`src/logic/packet_assembler_pkg.sv`:
```
// Package: constants and carriers for the terminal packet assembler
package packet_assembler_pkg;

  // ****************************************************
  // Timing
  // ****************************************************
  localparam int unsigned CLK_HZ = 50_000_000;
  localparam int unsigned PACING_UNIT_MS = 100;
  localparam int unsigned PACING_UNIT_CYCLES =
    (CLK_HZ / 1000) * PACING_UNIT_MS;

  // ****************************************************
  // Register map (byte addresses)
  // ****************************************************
  localparam logic [7:0] CTRL_OFFSET = 8'h00;
  localparam logic [7:0] PACING_OFFSET = 8'h04;
  localparam logic [7:0] CHAR_OFFSET = 8'h08;
  localparam logic [7:0] STATUS_OFFSET = 8'h0C;

  // CTRL fields
  localparam int CTRL_LEN_LSB = 0;
  localparam int CTRL_CONV_PACE_BIT = 8;
  localparam int CTRL_SHARED_BIT = 9;
  localparam int CTRL_FDX_BIT = 10;
  localparam int CTRL_DISC_RET_BIT = 11;
  localparam int CTRL_STAY_CMD_BIT = 12;
  localparam int CTRL_TARGET_BIT = 13;
  localparam int CTRL_SEND_CHAR_EN_BIT = 14;
  // PACING fields
  localparam int PACING_VAL_LSB = 0;
  localparam int PACING_EVERY_BIT = 8;
  // STATUS fields
  localparam int STATUS_COUNT_LSB = 0;
  localparam int STATUS_MODE_LSB = 9;
  localparam int STATUS_TX_OK_LSB = 11;

  // Reset values
  localparam logic [7:0] MAX_PAYLOAD_RESET = 8'h80;
  localparam logic [7:0] PACING_RESET = 8'h0A;
  localparam logic [7:0] SEND_CHAR_RESET = 8'h0D;
  localparam logic DISC_RETURN_RESET = 1'b1;
  localparam logic SEND_CHAR_EN_RESET = 1'b1;
  localparam logic [1:0] TX_PERMIT_RESET = 2'b11;

  // ****************************************************
  // Types
  // ****************************************************
  typedef enum logic [1:0] {
    MODE_COMMAND = 2'b00,
    MODE_CONVERSE = 2'b01,
    MODE_TRANSPARENT = 2'b10
  } op_mode_e;

  typedef struct packed {
    logic [7:0] max_payload_length;
    logic conv_pacing_enable;
    logic shared_channel_inhibit;
    logic full_duplex_setting;
    logic disconnect_return_setting;
    logic stay_in_command_setting;
    logic connect_target_transparent;
    logic send_char_enable;
    logic [7:0] pacing_timer_setting;
    logic pacing_every;
    logic [7:0] send_packet_char;
  } config_s;

  typedef struct packed {
    logic valid;
    logic [7:0] data;
  } byte_s;

  typedef struct packed {
    logic valid;
    logic [8:0] length;
  } packet_s;

  typedef struct packed {
    logic connect;
    logic disconnect;
    logic [3:0] stream;
  } link_event_s;

endpackage : packet_assembler_pkg

```
`src/logic/terminal_packet_assembler.sv`:
```
// Terminal packet assembler: byte count, pacing, modes, carrier inhibit
//
// Contract
// - Emit packet when buffered byte count equals maximum payload length.
// - Maximum payload length of zero means 256 bytes.
// - Length limit applies in conversational and transparent modes.
// - Pacing timer always in transparent; conversational only if enabled.
// - Transparent mode treats send-packet character as data.
// - Timer stays stopped until a byte is buffered; no empty packets.
// - Idle pacing: release after silence of setting times 100 ms.
// - Periodic pacing: release every setting times 100 ms.
// - Shared inhibit without full duplex: either carrier blocks both ports.
// - Shared inhibit off: each port uses its own carrier.
// - Disconnect-return on: selected stream disconnect enters command mode.
// - Disconnect-return off: disconnect leaves mode unchanged.
// - Stay-in-command off: connect enters connect-target mode.
// - Stay-in-command on: remain in command mode after connect.
//
// The address map and the AHB-Lite register port are this design's own decisions.
`timescale 1ns/100ps
module terminal_packet_assembler (
  input wire logic core_clk_in,
  input wire logic rst_n_in,
  // AHB-Lite slave
  input wire logic hsel_in,
  input wire logic [31:0] haddr_in,
  input wire logic [1:0] htrans_in,
  input wire logic hwrite_in,
  input wire logic [2:0] hsize_in,
  input wire logic [31:0] hwdata_in,
  input wire logic hready_in,
  output logic [31:0] hrdata_out,
  output logic hreadyout_out,
  output logic hresp_out,
  // Terminal bytes
  input wire packet_assembler_pkg::byte_s term_byte_in,
  // Link events and stream selection
  input wire packet_assembler_pkg::link_event_s link_event_in,
  input wire logic [3:0] current_stream_in,
  // Carrier detect pins of the two radio ports
  input wire logic [1:0] carrier_detect_in,
  // Packet release and mode
  output packet_assembler_pkg::packet_s packet_out,
  output logic [1:0] tx_permit_out,
  output packet_assembler_pkg::op_mode_e mode_out
);
  import packet_assembler_pkg::*;

  // ****************************************************
  // State
  // ****************************************************
  typedef struct packed {
    config_s cfg;
    op_mode_e mode;
    logic [8:0] count;
    logic running;
    logic restart;
    packet_s packet;
    logic [1:0] cd_meta;
    logic [1:0] cd_sync;
    logic [1:0] tx_permit;
    logic ph_valid;
    logic ph_write;
    logic [7:0] ph_addr;
    logic [31:0] rdata;
    logic ready;
    logic resp;
  } core_state_s;

  core_state_s state_reg;
  core_state_s state_next;
  logic timer_expire;
  logic [8:0] limit;
  logic pacing_on;
  logic is_payload;
  logic [31:0] read_word;
  logic carrier_any;

  // Decoded events, one cycle each
  logic bus_req;
  logic bus_rd_req;
  logic bus_rd_data;
  logic bus_wr_data;

  logic byte_taken;
  logic flush_taken;
  logic at_limit;
  logic pace_release;
  logic disc_selected;
  logic connect_taken;

  // ****************************************************
  // Pacing timer
  // ****************************************************
  // Restart is registered, so the timer lags a byte by one cycle
  pacing_timer u_pacing_timer (
    .core_clk_in(core_clk_in),
    .rst_n_in(rst_n_in),
    .run_in(state_reg.running),
    .restart_in(state_reg.restart),
    .limit_in(state_reg.cfg.pacing_timer_setting),
    .expire_out(timer_expire)
  );

  // ****************************************************
  // Combinational helpers
  // ****************************************************
  always_comb begin
    limit = (state_reg.cfg.max_payload_length == 8'h00) ? 9'h100 :
      {1'b0, state_reg.cfg.max_payload_length};
    pacing_on = (state_reg.mode == MODE_TRANSPARENT) ||
      ((state_reg.mode == MODE_CONVERSE) && state_reg.cfg.conv_pacing_enable);
    // Send-packet char only special in converse, when enabled
    is_payload = !((state_reg.mode == MODE_CONVERSE) &&
      state_reg.cfg.send_char_enable &&
      (term_byte_in.data == state_reg.cfg.send_packet_char));
    carrier_any = |state_reg.cd_sync;
  end

  // ****************************************************
  // Event decode
  // ****************************************************
  always_comb begin
    bus_req = hsel_in && hready_in && htrans_in[1];
    bus_rd_req = bus_req && !hwrite_in;
    bus_rd_data = state_reg.ph_valid && !state_reg.ph_write;
    bus_wr_data = state_reg.ph_valid && state_reg.ph_write;

    byte_taken = term_byte_in.valid && is_payload;
    flush_taken = term_byte_in.valid && !is_payload;
    // Nine-bit sum, so a limit of 256 is reachable
    at_limit = (state_reg.count + 9'h001) == limit;
    pace_release = timer_expire && state_reg.running && pacing_on &&
      (state_reg.count != 9'h000);

    disc_selected = link_event_in.disconnect &&
      (link_event_in.stream == current_stream_in);
    connect_taken = link_event_in.connect &&
      (state_reg.mode == MODE_COMMAND);
  end

  // ****************************************************
  // Read mux
  // ****************************************************
  always_comb begin
    read_word = 32'h0000_0000;
    case (state_reg.ph_addr)
      CTRL_OFFSET: begin
        read_word[CTRL_LEN_LSB +: 8] = state_reg.cfg.max_payload_length;
        read_word[CTRL_CONV_PACE_BIT] = state_reg.cfg.conv_pacing_enable;
        read_word[CTRL_SHARED_BIT] = state_reg.cfg.shared_channel_inhibit;
        read_word[CTRL_FDX_BIT] = state_reg.cfg.full_duplex_setting;
        read_word[CTRL_DISC_RET_BIT] =
          state_reg.cfg.disconnect_return_setting;
        read_word[CTRL_STAY_CMD_BIT] = state_reg.cfg.stay_in_command_setting;
        read_word[CTRL_TARGET_BIT] =
          state_reg.cfg.connect_target_transparent;
        read_word[CTRL_SEND_CHAR_EN_BIT] = state_reg.cfg.send_char_enable;
      end
      PACING_OFFSET: begin
        read_word[PACING_VAL_LSB +: 8] = state_reg.cfg.pacing_timer_setting;
        read_word[PACING_EVERY_BIT] = state_reg.cfg.pacing_every;
      end
      CHAR_OFFSET: begin
        read_word[7:0] = state_reg.cfg.send_packet_char;
      end
      STATUS_OFFSET: begin
        read_word[STATUS_COUNT_LSB +: 9] = state_reg.count;
        read_word[STATUS_MODE_LSB +: 2] = state_reg.mode;
        read_word[STATUS_TX_OK_LSB +: 2] = state_reg.tx_permit;
      end
      default: begin
        read_word = 32'h0000_0000;
      end
    endcase
  end

  // ****************************************************
  // Next state
  // ****************************************************
  always_comb begin
    state_next = state_reg;
    state_next.packet = '0;
    state_next.restart = 1'b0;

    // ****************************************************
    // Carrier inhibit
    // ****************************************************
    // Pins pass two flops before use
    state_next.cd_meta = carrier_detect_in;
    state_next.cd_sync = state_reg.cd_meta;

    // One carrier blocks both ports when shared and half duplex
    if (state_reg.cfg.shared_channel_inhibit &&
        !state_reg.cfg.full_duplex_setting) begin
      state_next.tx_permit = carrier_any ? 2'b00 : 2'b11;
    end else begin
      // Each port looks at its own carrier
      state_next.tx_permit = ~state_reg.cd_sync;
    end

    // ****************************************************
    // Mode control
    // ****************************************************
    // Connect checked after disconnect; it acts only in command mode, so in a data mode the disconnect wins
    if (disc_selected) begin
      // Only the selected stream returns to command
      if (state_reg.cfg.disconnect_return_setting) begin
        state_next.mode = MODE_COMMAND;
      end
    end
    if (connect_taken) begin
      if (!state_reg.cfg.stay_in_command_setting) begin
        state_next.mode = state_reg.cfg.connect_target_transparent ?
          MODE_TRANSPARENT : MODE_CONVERSE;
      end
    end

    // ****************************************************
    // Byte assembly
    // ****************************************************
    // Command mode bytes belong to the command parser elsewhere
    if (state_reg.mode != MODE_COMMAND) begin
      if (byte_taken) begin
        state_next.count = state_reg.count + 9'h001;
        state_next.running = pacing_on;
        // Idle mode restarts on each byte
        if (!state_reg.cfg.pacing_every || !state_reg.running) begin
          state_next.restart = 1'b1;
        end
        // Release at length limit in either data mode
        if (at_limit) begin
          state_next.packet.valid = 1'b1;
          state_next.packet.length = limit;
          state_next.count = '0;
          state_next.running = 1'b0;
        end
      end else if (flush_taken) begin
        // Send-packet char flushes in converse; never empty
        if (state_reg.count != 9'h000) begin
          state_next.packet.valid = 1'b1;
          state_next.packet.length = state_reg.count;
        end
        state_next.count = '0;
        state_next.running = 1'b0;
      end else if (pace_release) begin
        // Expiry releases what is buffered, idle or periodic
        state_next.packet.valid = 1'b1;
        state_next.packet.length = state_reg.count;
        state_next.count = '0;
        state_next.running = 1'b0;
      end
    end else begin
      // Leftover bytes dropped on entering command mode
      state_next.count = '0;
      state_next.running = 1'b0;
    end

    // ****************************************************
    // Register bus
    // ****************************************************
    // Writes need no wait state; reads take one, always OKAY
    if (bus_wr_data) begin
      case (state_reg.ph_addr)
        CTRL_OFFSET: begin
          state_next.cfg.max_payload_length = hwdata_in[CTRL_LEN_LSB +: 8];
          state_next.cfg.conv_pacing_enable = hwdata_in[CTRL_CONV_PACE_BIT];
          state_next.cfg.shared_channel_inhibit = hwdata_in[CTRL_SHARED_BIT];
          state_next.cfg.full_duplex_setting = hwdata_in[CTRL_FDX_BIT];
          state_next.cfg.disconnect_return_setting =
            hwdata_in[CTRL_DISC_RET_BIT];
          state_next.cfg.stay_in_command_setting =
            hwdata_in[CTRL_STAY_CMD_BIT];
          state_next.cfg.connect_target_transparent =
            hwdata_in[CTRL_TARGET_BIT];
          state_next.cfg.send_char_enable = hwdata_in[CTRL_SEND_CHAR_EN_BIT];
        end
        PACING_OFFSET: begin
          state_next.cfg.pacing_timer_setting =
            hwdata_in[PACING_VAL_LSB +: 8];
          state_next.cfg.pacing_every = hwdata_in[PACING_EVERY_BIT];
        end
        CHAR_OFFSET: begin
          state_next.cfg.send_packet_char = hwdata_in[7:0];
        end
        default: begin
          state_next.cfg = state_reg.cfg;
        end
      endcase
    end
    state_next.ph_valid = bus_req;
    state_next.ph_write = hwrite_in;
    state_next.ph_addr = {haddr_in[7:2], 2'b00};
    state_next.resp = 1'b0;
    // Read data comes from a flop, hence the single wait state
    if (bus_rd_req) begin
      state_next.rdata = 32'h0000_0000;
      state_next.ready = 1'b0;
    end else begin
      state_next.ready = 1'b1;
    end
    if (bus_rd_data) begin
      state_next.rdata = read_word;
      state_next.ready = 1'b1;
    end
  end

  // ****************************************************
  // Registers
  // ****************************************************
  always_ff @(posedge core_clk_in) begin
    if (!rst_n_in) begin
      state_reg <= '0;
      state_reg.cfg.max_payload_length <= MAX_PAYLOAD_RESET;
      state_reg.cfg.pacing_timer_setting <= PACING_RESET;
      state_reg.cfg.send_packet_char <= SEND_CHAR_RESET;
      state_reg.cfg.disconnect_return_setting <= DISC_RETURN_RESET;
      state_reg.cfg.send_char_enable <= SEND_CHAR_EN_RESET;
      state_reg.tx_permit <= TX_PERMIT_RESET;
      state_reg.ready <= 1'b1;
      state_reg.mode <= MODE_COMMAND;
    end else begin
      state_reg <= state_next;
    end
  end

  // ****************************************************
  // Outputs
  // ****************************************************
  // Every output is a state field, no logic after the flops
  assign hrdata_out = state_reg.rdata;
  assign hreadyout_out = state_reg.ready;
  assign hresp_out = state_reg.resp;

  assign packet_out = state_reg.packet;
  assign tx_permit_out = state_reg.tx_permit;
  assign mode_out = state_reg.mode;

endmodule : terminal_packet_assembler

```
`src/logic/pacing_timer.sv`:
```
// Pacing timer: counts 100 ms units up to the programmed setting
`timescale 1ns/100ps
module pacing_timer (
  input wire logic core_clk_in,
  input wire logic rst_n_in,
  input wire logic run_in,
  input wire logic restart_in,
  input wire logic [7:0] limit_in,
  output logic expire_out
);
  import packet_assembler_pkg::*;

  typedef struct packed {
    logic [22:0] prescale;
    logic [7:0] units;
    logic expire;
  } timer_state_s;

  timer_state_s state_reg;
  timer_state_s state_next;

  always_comb begin
    state_next = state_reg;
    state_next.expire = 1'b0;
    if (restart_in || !run_in) begin
      state_next.prescale = '0;
      state_next.units = '0;
    end else if (state_reg.prescale == 23'(PACING_UNIT_CYCLES - 1)) begin
      state_next.prescale = '0;
      // Setting of zero expires on the first unit, never stalls
      if (state_reg.units + 8'h01 >= limit_in) begin
        state_next.units = '0;
        state_next.expire = 1'b1;
      end else begin
        state_next.units = state_reg.units + 8'h01;
      end
    end else begin
      state_next.prescale = state_reg.prescale + 23'h00_0001;
    end
  end

  always_ff @(posedge core_clk_in) begin
    if (!rst_n_in) begin
      state_reg <= '0;
    end else begin
      state_reg <= state_next;
    end
  end

  assign expire_out = state_reg.expire;

endmodule : pacing_timer

```
`config.mk`:
```
export PLATFORM = sky130hd
export DESIGN_NAME = terminal_packet_assembler
export DESIGN_NICKNAME = d
export VERILOG_FILES = /design/src/logic/packet_assembler_pkg.sv /design/src/logic/terminal_packet_assembler.sv /design/src/logic/pacing_timer.sv
export SDC_FILE = /design/constraint.sdc
export NUM_CORES = 1
export LEC_CHECK = 0
export BUFFER_PORTS_ARGS = -buffer_cell sky130_fd_sc_hd__buf_2
export CAP_MARGIN = 40
export CORE_AREA = 2 2 96 134
export CTS_CLUSTER_SIZE = 14
export DETAILED_ROUTE_END_ITERATION = 12
export DIE_AREA = 0 0 98 136
export PLACE_DENSITY = 0.72
export SYNTH_ARGS = -nofsm -noshare
export SYNTH_HDL_FRONTEND = slang
export SYNTH_SLANG_ARGS = --single-unit
```
`constraint.sdc`:
```
create_clock -name core_clk_in -period 2.2 [get_ports core_clk_in]
set_input_delay 0.44 -clock core_clk_in [delete_from_list [all_inputs] [get_ports core_clk_in]]
set_output_delay 0.44 -clock core_clk_in [all_outputs]
set_load 0.005 [all_outputs]
```
==> Word-level counts from Yosys, hierarchy flattened <==
Cells that the tools add are included.
{ "op_classes": {"add_sub_neg": 3, "order_cmp": 1, "n_eq_ne": 9, "mux": 27, "n_bitwise": 3, "n_reduce_logical": 42} }
{ "op_table": {"columns": ["operator", "n"], "rows": [
  ["10-bit 2-to-1 mux", 9],
  ["8-bit one-hot mux with 4 select lines", 1],
  ["23-bit by 1-bit adder with 23-bit output (second input constant)", 1],
  ["23-bit == test (second input constant)", 1],
  ["8-bit by 4-bit == test with 1-bit output (second input constant)", 2],
  ["1-bit logical AND", 16],
  ["8-bit zero test", 2],
  ["16-bit 2-to-1 mux", 1],
  ["2-bit 2-to-1 mux", 8],
  ["15-bit 2-to-1 mux", 1],
  ["9-bit by 1-bit adder with 9-bit output (second input constant)", 1],
  ["9-bit == test", 1],
  ["9-bit 2-to-1 mux", 1],
  ["9-bit nonzero test", 1],
  ["8-bit by 1-bit adder with 8-bit output (second input constant)", 1],
  ["8-bit by 3-bit == test with 1-bit output (second input constant)", 1],
  ["8-bit == test", 1],
  ["8-bit >= comparator", 1],
  ["8-bit 2-to-1 mux", 1],
  ["4-bit one-hot mux with 2 select lines", 1],
  ["2-bit AND reduction", 4],
  ["1-bit zero test", 6],
  ["2-bit OR reduction", 3],
  ["3-bit OR reduction", 2],
  ["12 further kinds", 18]
]} }
{ "word_totals": {"register_bits": 120} }

==> Logic depth before layout (Yosys ltp) <==
{ "logic_depth": {"depth_word": 8, "depth_mapped": 11} }

==> Cells and area by module <==
Synthesis repeated with hierarchy kept, for this count alone.
{ "unflattened": {"hier_cells": 669, "hier_area_um2": 5834.3} }
{ "modules_own_cells": {"columns": ["module", "instances", "cells_each", "area_per_inst_um2", "seq_area_each_um2"], "rows": [
  ["terminal_packet_assembler", 1, 468, 4136.5, 1701.6],
  ["pacing_timer", 1, 201, 1697.9, 640.6]
]} }

==> Least setup slack after synthesis <==
OpenSTA, ideal clock, no wires.
{ "synth_timing": {"path_kind": "reg-to-reg", "from": "register u_pacing_timer.state_reg[1] in the netlist's numbering", "to": "register u_pacing_timer.state_reg[3] in the netlist's numbering", "arrival_ps": 2288, "required_time_ps": 2143, "setup_slack_ps": -145, "stages_incl_launch_ff": 12, "path_buffers": 1, "synth_period_minus_slack_ps": 2345, "cell_sequence": "dfxtp_1 -> ha_1 -> nand3_1 -> xnor2_1 -> ha_1 -> a21o_1 -> a21oi_1 -> o21ai_0 -> a311o_1 -> buf_2 -> nor3b_1 -> a21o_1"} }
{ "synth_between": {"elab_chain_len": 3} }
{ "synth_rtl": {"columns": ["item", "line_no", "rtl"], "rows": [
  ["from (decl)", "pacing_timer.sv:19", "timer_state_s state_reg;"],
  ["from (signal assigned)", "pacing_timer.sv:46", "state_reg <= state_next;"],
  ["8-bit by 1-bit adder with 8-bit output (*)", "pacing_timer.sv:31, pacing_timer.sv:35", null],
  ["8-bit >= comparator", "pacing_timer.sv:31", "if (state_reg.units + 8'h01 >= limit_in) begin"],
  ["8-bit 2-to-1 mux (*)", "pacing_timer.sv:31", null]
]} }
Every way passes the cells marked *; elsewhere a longest branch is shown, timed or not.
A chain may end at the register's enable or synchronous reset.

==> Worst setup path after layout <==
{ "layout_timing": {"from": "register u_pacing_timer.state_reg[2] in the netlist's numbering", "to": "register u_pacing_timer.state_reg[7] in the netlist's numbering"} }
Same word-level chain as after synthesis.

==> impl_metrics.yaml <==
timing:
  hold_viol_final: 0
  final.period_utilization: 1.02
  max_freq_ghz: 0.445
  period_minus_slack_ns: 2.25
  fin_worst_skew_ns: 0.00952
  rsz0062_at_grt: "yes"
  tightest_slew_ns: 0.814
  setup_ws_ns: -0.0491
  finalSetupViolations: 5
  slew_headroom: 0.452
  timing.setup.tns_ns: -0.150
  maxSlewViolCount: 0
critical_path:
  cp.arrival_ns: 2.59
  start_kind: "flip-flop"
  cp-end-kind: "flip-flop"
  critPathKind: "reg2reg"
  critPathRequiredTime_ns: 2.54
  crit_fanout: 5
yosys:
  synth_edf_count: 0
  netlist_area_sq_um: 5690
  synthArstFlopShare: 0
  ys_seq_elements: 117
  synth_cell_types: 62
  ys.flop_type: "dfxtp_1"
  syn-instance-count: 640
  yosys_warnings: 0
  avgSynthCellArea_sq_um: 8.90
  ys_seq_area_frac: 0.411
global_route:
  grt_pass1_wl_um: 24100
  grt_max_degree: 43
  grt_overflow: 0
  grt_pass1_vias: 5059
  track_usage: 0.229
  antenna_found_initial: 1
layout:
  largest_reg_flops: 53
  num-nets-final: 849
  layout.cells.non_filler: 906
  area_growth_pct: 26.4
  layout_common_cells: "dfxtp_1 (112), buf_2 (77), nor2_1 (74)"
  drive_gt1_frac: 0.289
  mostFrequentLayoutCell: "dfxtp_1"
place:
  dp.cells: 867
  portBuffers: 77
  dp_hpwl_um: 11100
  gp_congestion: 0.955
  dpl_worst_slack_ns: -0.206
power:
  power_density_nw_per_um2: 746
  cellLeakagePower_nw: 2.89
  peakVddDrop_mv: 0.489
clock_network:
  cts_root_buf: "clkbuf_16"
  cts_buffers: 17
  clk-insertion-delay-late_ns: 0.41
  cts.sinks: 117
  clkSlewWorstSetupHoldPaths_ns: 0.06
  htree_levels: 4
  clockBufferDepth: 2
  cts_tree: "yes"
floorplanning:
  row_count: 48
  core_region_area_sq_um: 12200
  initial_core_util: 0.467
  die_x_um: 98
  dieArea_sq_um: 13300
  io_pins: 143
  die_y_um: 136
routing:
  wl_per_cell_um: 16.8
  routed_wl_um: 15200
  ant_nets: 0
  vias_per_cell: 5.46
  dr_total_vias: 4948
  drc: 0
  drt_iter0_markers: 287
  first_pass_iters: 5
worst_hold_path:
  hold_class: "in2reg"
run_status:
  status: "complete, but fails checks"
  violations: "setup timing"
flow_run:
  max-cap-violations: 0
through the flow:
stage / total power, mW / util / hold WS, ns / area [sq um]
final: 5.37 / 0.590 / 0.235 / 7200
after global routing: 5.50 / 0.590 / 0.230 / 7200
after CTS: 5.37 / 0.579 / 0.226 / 7060
after detailed placement: 2.41 / 0.519 / 0.416 / 6330
after global placement: 2.41 / 0.518 / 0.410 / 6320
after floorplan: 2.33 / - / 0.399 / 5810
critical path, cell delays in order (launching register included):
cell and delay (ns):
dfxtp_4 0.37, and3_4 0.18, and3_4 0.18, and3_4 0.21, xnor2_4 0.13, ha_4 0.23
a21o_1 0.19, a311o_2 0.43, nand2b_1 0.17, o21ai_1 0.08
cell usage after synthesis (15+ instances only):
library cell,count,area (sq um)
xor2_1,20,175
dfxtp_1,117,2340
a21oi_1,23,115
nor2_1,74,278
a22oi_1,15,113
o21ai_0,15,75.1
inv_1,21,78.8
nand3_1,25,125
nand2_1,65,244
xnor2_1,26,228
buf_4,48,360
mux2i_1,17,170
worst paths after layout:
path | start | end | slack (ns) | depth (start not counted)
max | u_pacing_timer.state_reg[2] | u_pacing_timer.state_reg[7] | -0.05 | 9
min | haddr_in[7] | state_reg[41] | 0.24 | 2
max reg2reg | u_pacing_timer.state_reg[2] | u_pacing_timer.state_reg[7] | -0.05 | 9
min reg2reg | state_next[46] | state_reg[46] | 0.43 | 1
per-layer routing:
| layer | vias to the layer above | wire length [um] | GRT usage |
|---|---|---|---|
| li1 | 2364 | - | - |
| met2 | 152 | 8370 | 0.435 |
| met5 | - | 0 | 0 |
| met3 | 49 | 735 | 0.0550 |
| met1 | 2383 | 5430 | 0.227 |
| met4 | 0 | 705 | 0.123 |
layout make-up:
cell class / count / area, sq um
Fill cell: 1054 / 5000
Clock buffer: 19 / 443
Tap cell: 150 / 188
Timing Repair Buffer: 137 / 843
Antenna cell: 1 / 2.50
Inverter: 22 / 82.6
Clock inverter: 13 / 195
Sequential cell: 117 / 2350
Multi-Input combinational cell: 447 / 3090
logic make-up after synthesis:
family | share of synthesized area
mux | 0.0642
xor+xnor | 0.0708
buf+inv | 0.0973
simple gates | 0.210
fa+ha+maj | 0.0264
other cells | 0.000659
flops | 0.411
compound gates | 0.120
power by group:
part / leakage (nW) / total (mW) / switching, mW / internal, mW
Combinational: 1.64 / 0.226 / 0.128 / 0.0984
Clock: 0.301 / 2.99 / 1.05 / 1.94
Sequential: 0.949 / 2.15 / 0.0157 / 2.14
Total: 2.89 / 5.37 / 1.19 / 4.18
what timing repair did:
action | in CTS | in global routing
endpoints found under the setup margin | 17 | 22
gates resized for setup | 12 | 24
gates cloned | 1 | 1
pin swaps | 6 | 10
setup buffers | 2 | 2
endpoints found under the hold margin | 0 | 0
hold buffers | 0 | 0
(Power assumes the default switching activity.)
